$ cat src/rtl/wsc_pkg.sv
// Package for the watchdog and sleep/wake control block
package wsc_pkg;
    // Register offsets
    localparam logic [15:0] OPTION_OFS = 16'h0081;
    localparam logic [15:0] OPTION_OFS_ALT = 16'h0181;
    localparam logic [15:0] CONFIG_OFS = 16'h2007;
    localparam logic [15:0] STATUS_OFS = 16'h0003;
    // Field positions
    localparam int CFG_WDT_EN_BIT = 2;
    localparam int OPT_ASSIGN_BIT = 3;
    localparam int OPT_RATIO_LSB = 0;
    localparam int STAT_PD_BIT = 3;
    localparam int STAT_TO_BIT = 4;
    // Reset values
    localparam logic [7:0] OPTION_RST = 8'hff;
    localparam logic [7:0] CONFIG_RST = 8'hff;
    // Interrupt vector
    localparam logic [12:0] IRQ_VECTOR = 13'h0004;

    // Core request group
    typedef struct packed {
        logic clear_watchdog_instr;
        logic sleep;
    } wsc_instr_t;

    typedef enum logic [1:0] {
        WSC_RUN,
        WSC_SLEEP,
        WSC_WAKE
    } wsc_state_t;
endpackage

$ cat src/rtl/wsc_top.sv
// Watchdog timer with sleep entry and wake-up control
// Register map
//   Option register at two aliases, same storage
//   Configuration word, bit 2 enables the watchdog
//   Status, read only: bit 4 timeout_flag, bit 3 powerdown_flag
//   Unmapped reads return zero, unmapped writes are dropped
//
// Register bus timing
//   Write takes effect on the strobe's clock edge
//   Read data stand for one cycle after the read strobe
//   Strobes may follow each other with no gap
//
// Watchdog timing
//   One count per oscillator tick, ticks arrive as pulses
//   Base period is 2^WDT_BITS ticks
//   With the postscaler assigned: 2^ratio base periods
//   Clear and sleep restart the base counter, and the postscaler only when assigned
//   A clear in the cycle of a time-out wins over it
//
// Sleep and wake
//   Sleep with no enabled pending source enters power-down
//   Oscillator driver off and pins held while asleep
//   Wake pulse comes one cycle after the wake cause
//   Oscillator and pins come back one cycle after wake
//   Branch pulse comes with them when global enable is set and a wake source still pends
//
// Sequencer
//   Run: core executes, clear and sleep requests taken
//   Sleep: oscillator off, waits for a wake cause
//   Wake: one cycle in which the prefetched instruction
//   issues and the branch decision is made
//
// Interrupt sources
//   Each source brings a flag, an enable and a clock-free mark
//   While running, enabled flags stop a sleep from taking hold
//   While asleep, only clock-free sources can wake the core
//   The global enable only decides the branch after a wake
//
// Status flags after each event (timeout_flag, powerdown_flag)
//   Power-up reset            1 1
//   Sleep entered             1 0
//   Watchdog reset in run     0 unchanged
//   Watchdog wake from sleep  0 0
//   Interrupt wake            1 0
//   Master clear              unchanged
//
// Resets
//   arst_n_i is the power-up reset, both status flags set
//   Master clear pin gives a device reset pulse
//   Master clear leaves the status flags as they stand
//   A watchdog reset pulses both reset outputs together
//
// Parameters
//   WDT_BITS: width of the base counter, sets the base period
//   RATIO_BITS: width of the ratio field in the option register
//   SRC_COUNT: number of interrupt sources watched for wake
//
// Hazards
//   A sleep and an enabled flag in one cycle: the flag wins and
//   the sleep is a no-op, matching a flag raised just before it
//   A clock-free flag raised one cycle after sleep entry wakes at once,
//   with the sleep's flag and counter effects already in place
//   Writing the option register mid-count keeps both counts;
//   software should clear the watchdog after changing the ratio
//
// Limitations
//   Oscillator ticks must already be in the core clock domain
//   The caller holds the core in reset on device_reset_o
//   Option and configuration survive a device reset; the
//   core reloads them if it needs fresh values
//   Clock-free sources are flagged per input, not fixed here
//
`timescale 1ns/1ps
module wsc_top #(
    parameter int WDT_BITS = 8,
    parameter int RATIO_BITS = 3,
    parameter int SRC_COUNT = 4
) (
    input wire logic core_clk_i,
    input wire logic arst_n_i,
    // Watchdog oscillator tick, one pulse per tick, this clock domain
    input wire logic wdt_rc_tick_i,
    // Core side: reset pin level and one-cycle instruction strobes
    input wire logic master_clear_pin_i,
    input wire wsc_pkg::wsc_instr_t instr_i,
    // Interrupt sources as levels
    input wire logic [SRC_COUNT-1:0] irq_flag_i,
    input wire logic [SRC_COUNT-1:0] irq_enable_i,
    input wire logic [SRC_COUNT-1:0] irq_no_clock_need_i,
    input wire logic global_irq_enable_i,
    // Register bus, read data one cycle after the strobe
    input wire logic [15:0] reg_addr_i,
    input wire logic [7:0] reg_wdata_i,
    input wire logic reg_wr_i,
    input wire logic reg_rd_i,
    output logic [7:0] reg_rdata_o,
    // Reset, wake and power control to the core
    output logic wdt_reset_o,
    output logic device_reset_o,
    output logic wake_o,
    output logic osc_drive_en_o,
    output logic io_hold_o,
    output logic irq_branch_o,
    output logic clear_global_irq_o,
    output logic [12:0] vector_o,
    // Status flags and sleep state
    output logic timeout_flag_o,
    output logic powerdown_flag_o,
    output logic sleeping_o
);
    // Whole state of the block as one packed struct
    typedef struct packed {
        // Sequencer state
        wsc_pkg::wsc_state_t st;
        // Mirror of the sequencer state, so sleeping_o is a flop
        logic asleep;
        // Watchdog base counter, one step per oscillator tick
        logic [WDT_BITS-1:0] wdt_cnt;
        // Postscaler, counts base overflows when assigned
        logic [(1<<RATIO_BITS)-1:0] post_cnt;
        // Software-visible registers
        logic [7:0] option;
        logic [7:0] config_w;
        // Status flags, both set at power-up
        logic to_flag;
        logic pd_flag;
        // Read data, zero except the cycle after a read
        logic [7:0] rdata;
        // One-cycle pulses to the core; dev_reset stays high while the master clear pin is held
        logic wdt_reset;
        logic dev_reset;
        logic wake;
        // Levels that hold while asleep
        logic osc_en;
        logic io_hold;
        // Vector decision after a wake
        logic branch;
        logic clr_gie;
        logic [12:0] vector;
    } wsc_state_all_t;

    wsc_state_all_t s_reg;
    wsc_state_all_t s_next;
    // Watchdog on, by the configuration word
    logic wdt_enabled;
    // Postscaler owned by the watchdog rather than the timer
    logic postscale_to_wdt;
    // Postscaler ratio field
    logic [RATIO_BITS-1:0] ratio;
    // Per-source wake request and their union
    logic [SRC_COUNT-1:0] wake_src;
    logic wake_pending;
    // Base counter wraps on this tick
    logic wdt_ovf;
    // Postscaler at its terminal count
    logic post_hit;
    // Time-out event, one cycle
    logic timeout;

    // Address decode used for both reads and writes
    function automatic logic hits_option(input logic [15:0] a);
        return a == wsc_pkg::OPTION_OFS || a == wsc_pkg::OPTION_OFS_ALT;
    endfunction

    // Postscaler terminal count for a ratio field value; sized to the
    // counter so the compare is exact at every ratio
    function automatic logic [(1<<RATIO_BITS)-1:0] ratio_limit(
        input logic [RATIO_BITS-1:0] r);
        logic [(1<<RATIO_BITS)-1:0] lim;
        lim = '0;
        for (int i = 0; i < (1 << RATIO_BITS); i++) begin
            lim[i] = (i < int'(r));
        end
        return lim;
    endfunction

    // Per-source wake qualification; only sources needing no core clock
    // count while asleep, the global enable plays no part here
    genvar g;
    generate
        for (g = 0; g < SRC_COUNT; g++) begin : g_src
            assign wake_src[g] = irq_flag_i[g] & irq_enable_i[g] &
                (irq_no_clock_need_i[g] | (s_reg.st == wsc_pkg::WSC_RUN));
        end
    endgenerate

    // Configuration decode
    assign wdt_enabled = s_reg.config_w[wsc_pkg::CFG_WDT_EN_BIT];
    assign postscale_to_wdt = s_reg.option[wsc_pkg::OPT_ASSIGN_BIT];
    assign ratio = s_reg.option[wsc_pkg::OPT_RATIO_LSB +: RATIO_BITS];
    assign wake_pending = |wake_src;
    // Base period is the full wrap of the counter; the postscaler then
    // divides the overflows by 2^ratio
    // A small WDT_BITS shortens the base period for simulation; the
    // postscaler path stays the same
    assign wdt_ovf = wdt_rc_tick_i && (&s_reg.wdt_cnt);
    assign post_hit = s_reg.post_cnt == ratio_limit(ratio);
    assign timeout = wdt_enabled && wdt_ovf &&
        (!postscale_to_wdt || post_hit);

    // Next-state logic
    always_comb begin
        s_next = s_reg;
        s_next.rdata = 8'h00;
        s_next.wdt_reset = 1'b0;
        s_next.dev_reset = 1'b0;
        s_next.wake = 1'b0;
        s_next.branch = 1'b0;
        s_next.clr_gie = 1'b0;

        // Watchdog counts on RC ticks in every state, even asleep
        // Counting stops only when the configuration disables it or the master clear pin is held
        if (wdt_rc_tick_i && wdt_enabled) begin
            s_next.wdt_cnt = s_reg.wdt_cnt + 1'b1;
            if (wdt_ovf && postscale_to_wdt) begin
                s_next.post_cnt = post_hit ? '0 : s_reg.post_cnt + 1'b1;
            end
        end

        // Register writes; instruction clears never touch option bits
        // Status has no write path: its flags only follow events
        if (reg_wr_i) begin
            if (hits_option(reg_addr_i)) begin
                s_next.option = reg_wdata_i;
            end else if (reg_addr_i == wsc_pkg::CONFIG_OFS) begin
                s_next.config_w = reg_wdata_i;
            end
        end

        // Register reads, unmapped addresses read zero
        // Status bits other than the two flags read as zero
        if (reg_rd_i) begin
            if (hits_option(reg_addr_i)) begin
                s_next.rdata = s_reg.option;
            end else if (reg_addr_i == wsc_pkg::CONFIG_OFS) begin
                s_next.rdata = s_reg.config_w;
            end else if (reg_addr_i == wsc_pkg::STATUS_OFS) begin
                s_next.rdata[wsc_pkg::STAT_TO_BIT] = s_reg.to_flag;
                s_next.rdata[wsc_pkg::STAT_PD_BIT] = s_reg.pd_flag;
            end
        end

        case (s_reg.st)
            wsc_pkg::WSC_RUN: begin
                if (instr_i.clear_watchdog_instr) begin
                    s_next.wdt_cnt = '0;
                    if (postscale_to_wdt) begin
                        s_next.post_cnt = '0;
                    end
                end
                // A clear or a real sleep in the time-out cycle wins:
                // both restart the count before it can bite
                if (timeout && !instr_i.clear_watchdog_instr &&
                    !(instr_i.sleep && !wake_pending)) begin
                    s_next.wdt_reset = 1'b1;
                    s_next.dev_reset = 1'b1;
                    s_next.to_flag = 1'b0;
                    s_next.wdt_cnt = '0;
                    s_next.post_cnt = '0;
                end else if (instr_i.sleep && !wake_pending) begin
                    s_next.wdt_cnt = '0;
                    if (postscale_to_wdt) begin
                        s_next.post_cnt = '0;
                    end
                    s_next.pd_flag = 1'b0;
                    s_next.to_flag = 1'b1;
                    s_next.osc_en = 1'b0;
                    s_next.io_hold = 1'b1;
                    s_next.st = wsc_pkg::WSC_SLEEP;
                end
                // A sleep with an enabled flag already pending falls
                // through here untouched, acting as a no-op
            end
            wsc_pkg::WSC_SLEEP: begin
                if (timeout) begin
                    s_next.to_flag = 1'b0;
                    s_next.wake = 1'b1;
                    s_next.wdt_cnt = '0;
                    s_next.post_cnt = '0;
                    s_next.st = wsc_pkg::WSC_WAKE;
                end else if (wake_pending) begin
                    // Sleep entry already took full effect
                    s_next.wake = 1'b1;
                    s_next.st = wsc_pkg::WSC_WAKE;
                end
            end
            wsc_pkg::WSC_WAKE: begin
                // Core runs the prefetched instruction, then this
                // decides whether to take the vector
                // The cause is sampled again here, so a flag cleared
                // meanwhile gives no branch
                s_next.osc_en = 1'b1;
                s_next.io_hold = 1'b0;
                if (global_irq_enable_i && wake_pending) begin
                    s_next.branch = 1'b1;
                    s_next.clr_gie = 1'b1;
                    s_next.vector = wsc_pkg::IRQ_VECTOR;
                end
                s_next.st = wsc_pkg::WSC_RUN;
            end
            default: begin
                // Unused encoding: back to run rather than lock up
                s_next.st = wsc_pkg::WSC_RUN;
            end
        endcase

        // Master clear wins over the sequencer, wake and branch (not wdt_reset) and restarts the core,
        // flags follow the reset-pin convention (left unchanged here)
        if (master_clear_pin_i) begin
            s_next.dev_reset = 1'b1;
            s_next.wake = 1'b0;
            s_next.branch = 1'b0;
            s_next.clr_gie = 1'b0;
            s_next.osc_en = 1'b1;
            s_next.io_hold = 1'b0;
            s_next.wdt_cnt = '0;
            s_next.post_cnt = '0;
            // Counters restart so a held pin never lets the watchdog
            // bite on release
            s_next.st = wsc_pkg::WSC_RUN;
        end

        // Registered copy of the sleep state drives sleeping_o
        s_next.asleep = (s_next.st == wsc_pkg::WSC_SLEEP);
    end

    // State register; power-up sets both status flags
    always_ff @(posedge core_clk_i or negedge arst_n_i) begin
        if (!arst_n_i) begin
            s_reg <= '0;
            s_reg.st <= wsc_pkg::WSC_RUN;
            s_reg.option <= wsc_pkg::OPTION_RST;
            s_reg.config_w <= wsc_pkg::CONFIG_RST;
            s_reg.to_flag <= 1'b1;
            s_reg.pd_flag <= 1'b1;
            s_reg.osc_en <= 1'b1;
        end else begin
            s_reg <= s_next;
        end
    end

    // Outputs straight from the state register
    // Every output is a register field, no logic after the flops
    assign reg_rdata_o = s_reg.rdata;
    assign wdt_reset_o = s_reg.wdt_reset;
    assign device_reset_o = s_reg.dev_reset;
    assign wake_o = s_reg.wake;
    assign osc_drive_en_o = s_reg.osc_en;
    assign io_hold_o = s_reg.io_hold;
    assign irq_branch_o = s_reg.branch;
    assign clear_global_irq_o = s_reg.clr_gie;
    assign vector_o = s_reg.vector;
    assign timeout_flag_o = s_reg.to_flag;
    assign powerdown_flag_o = s_reg.pd_flag;
    assign sleeping_o = s_reg.asleep;
endmodule

$ cat config.mk
export PLATFORM = sky130hd
export DESIGN_NAME = wsc_top
export DESIGN_NICKNAME = d
export VERILOG_FILES = /design/src/rtl/wsc_pkg.sv /design/src/rtl/wsc_top.sv
export SDC_FILE = /design/constraint.sdc
export NUM_CORES = 1
export LEC_CHECK = 0
export BUFFER_PORTS_ARGS = -buffer_cell sky130_fd_sc_hd__buf_2
export CORE_MARGIN = 2
export CORE_UTILIZATION = 46
export DETAILED_ROUTE_END_ITERATION = 10
export PLACE_DENSITY_LB_ADDON = 0.1
export SLEW_MARGIN = 20
export SYNTH_ARGS = -nofsm -noshare
export SYNTH_HDL_FRONTEND = slang
export SYNTH_SLANG_ARGS = --single-unit
$ cat constraint.sdc
create_clock -name core_clk_i -period 4.1 [get_ports core_clk_i]
set_input_delay 0.41 -clock core_clk_i [delete_from_list [all_inputs] [get_ports core_clk_i]]
set_output_delay 0.41 -clock core_clk_i [all_outputs]
set_load 0.05 [all_outputs]
==> impl_metrics.ini <==
[sta]
whs_ps = 191.4
setup-tns-final_ps = 0
post-route-period-util = 0.6600
maxSlewViolCount = 0
period_minus_slack_ps = 2706
max_slew_margin = 0.4542
rsz0062_at_grt = no
finClkSkew_ps = 9.244
tightest_slew_ps = 818.8
finalSetupViolations = 0
finalHoldViolCount = 0
max_freq_mhz = 369.6

[worst_hold_path]
hold_path_class = primary input to asynchronous set/reset pin

[clock_network]
cts_tree = yes
clock_path_buffers = 2
ctsRootBufferMaster = clkbuf_8
insertion_delay_ps = 310
clkSinkCount = 52
path_clk_slew_ps = 100
cts_inserted_buffers = 5
h-tree-depth = 2
cts_setup_buffers = 0
post_cts_resized = 0
postCtsHoldBufs = 0

[finish]
fin_area_mm2 = 0.003353
layout_common_cells = buf_2 (63), dfrtp_1 (33), nand2_1 (19), dfstp_2 (19)
nets = 397
seqCellArea_mm2 = 0.001325
instances_no_fill = 428
largest_reg_flops = 30
multiInputGateArea_mm2 = 0.001485
final_common_cell = buf_2
drive_gt1_frac = 0.3276
fill_cells = 613
syn_to_final_growth_pct = 10.97
diodes = 0

[grt]
gr-total-overflow = 0
grt_max_degree = 37
globalRouteMet1Util = 0.2891
met2_usage = 0.2905
grt_pass1_wl_mm = 11.27
grt_use_met3 = 0.02335
busiest_layer = met2
antenna_found_initial = 0
grt_use_total = 0.1934
grt_pass1_vias = 2293

[place]
port-buffer-count = 63
dp.cells = 420
placed_area_mm2 = 0.003259
place_hpwl_mm = 4.846
gp_congestion = 0.8239

[drt]
drc = 0
avgRoutedWirePerCell_um = 15.72
via_per_inst = 5.675
drt_iter0_drc = 134
wirelength_mm = 6.728
dr_total_vias = 2429
ant_nets = 0
dr.pass1.iters = 4

[setup_path]
critPathLaunch = s_reg[49]
slowest_delay_ps = 580
cp_slowest_cell = a21oi_2
crit_cells = 5
reg2regPathDepth = 5
critPathLaunchType = flop
crit_path_cell_trace = a2111o_1, a2111oi_4, a41oi_4, a21oi_2, a221oi_1
r2r_slack_ps = 1390
crit_family = compound AO/OA/AOI/OAI gates
crit_fanout = 12
path_class = flop to flop
cp-end-kind = flop
cp.buffers_inverters = 0
reg2reg_from = s_reg[49]
cp.required_ps = 4250
endpoint = s_reg[52]
critPathArrivalTime_ps = 2860
r2r_end = s_reg[52]

[yosys]
netlist_area_mm2 = 0.003022
postSynthCellCount = 304
synth.distinct_cells = 61
yosys_register_bits = 52
synth_flop_cell = dfrtp_1
async_flop_share = 1.000
syn_area_per_cell_um2 = 9.940
ys_seq_area_frac = 0.4385
synth-edff-count = 0
yosysWarnings = 0

[floorplan]
design.core.area_mm2 = 0.006350
io_pins = 76
die_w_um = 85.05
rows = 29
start_util = 0.4759
die_area_mm2 = 0.007234
fp.dieH_um = 85.05

[power]
ir_drop_uv = 179.8
sw_frac_of_total = 0.2830
p_sw_w = 0.0002760
clkPwrFrac = 0.311
power_frac_seq = 0.542
powerDensity_mw_per_mm2 = 290.8
power_frac_comb = 0.147
power.leakage_nw = 1.503
p_int_w = 0.0006992

[status]
status = finished clean

[flow_run]
drv_cap = 0
-- worst min path at each step --
| stage | to | cells after the start |
|---|---|---|
| 6_report | vector_o[2] | 1 |
| 2_1_floorplan | device_reset_o | 0 |
| 5_1_grt | reg_rdata_o[6] | 1 |
| 4_1_cts | s_reg[63] | 1 |
| 3_3_place_gp | vector_o[2] | 1 |
| 3_5_place_dp | vector_o[2] | 1 |
-- cell type report --
class,count,share of cell area
clock inverter,1,0.002239
multi-input combinational,220,0.4429
timing repair buffer,65,0.09851
inverter,6,0.006716
tap,77,0.02873
sequential,52,0.3951
clock buffer,7,0.02575
-- metrics by stage --
step             util  worst slack [ps]  total power [W]
2_1_floorplan       -              1906        0.0006442
3_3_place_gp   0.5133              1454        0.0006812
3_5_place_dp   0.5133              1396        0.0006816
4_1_cts        0.5281              1362        0.0009887
5_1_grt        0.5281              1175         0.001026
6_report       0.5281              1394        0.0009753
-- metal layers --
layer,vias to the layer above,share of wire
met5,-,0
met4,0,0.016
met3,10,0.031
met2,44,0.47
met1,1191,0.48
li1,1184,-
-- synth_stat cells, types with 4 or more instances --
cell | n | area (µm²)
a22oi_1 | 8 | 60.06
and3_1 | 4 | 25.02
nand3_1 | 13 | 65.06
nor3_1 | 16 | 80.08
o211ai_1 | 5 | 37.54
clkbuf_1 | 8 | 30.03
a21oi_1 | 11 | 55.05
o21ai_0 | 13 | 65.06
dfstp_2 | 19 | 499.2
buf_4 | 23 | 172.7
dfrtp_1 | 33 | 825.8
mux2_2 | 16 | 180.2
and2_1 | 5 | 31.28
nand2_1 | 19 | 71.32
nor2b_1 | 10 | 62.56
inv_1 | 6 | 22.52
xor2_1 | 6 | 52.55
nor2_1 | 15 | 56.30
nor4_1 | 4 | 25.02
-- logic make-up after synthesis --
group           after synthesis  share of synthesized area
simple gates                107                     0.1917
compound gates               73                     0.1868
flops                        52                     0.4385
buf+inv                      43                    0.08364
mux                          18                    0.06625
xor+xnor                      7                    0.02029
fa+ha+maj                     3                    0.01159
other cells                   1                   0.001241
-- power by group through the flow --
| stage | sequential, W | clock, W | combinational [W] |
|---|---|---|---|
| finish | 0.000529 | 0.000303 | 0.000143 |
| global route | 0.000531 | 0.000340 | 0.000155 |
| CTS | 0.000529 | 0.000316 | 0.000144 |
| detailed placement | 0.000538 | 0 | 0.000143 |
| global placement | 0.000538 | 0 | 0.000143 |
| floorplan | 0.000544 | 0 | 0.0000999 |
No activity file was read; power rests on OpenSTA's default activity.
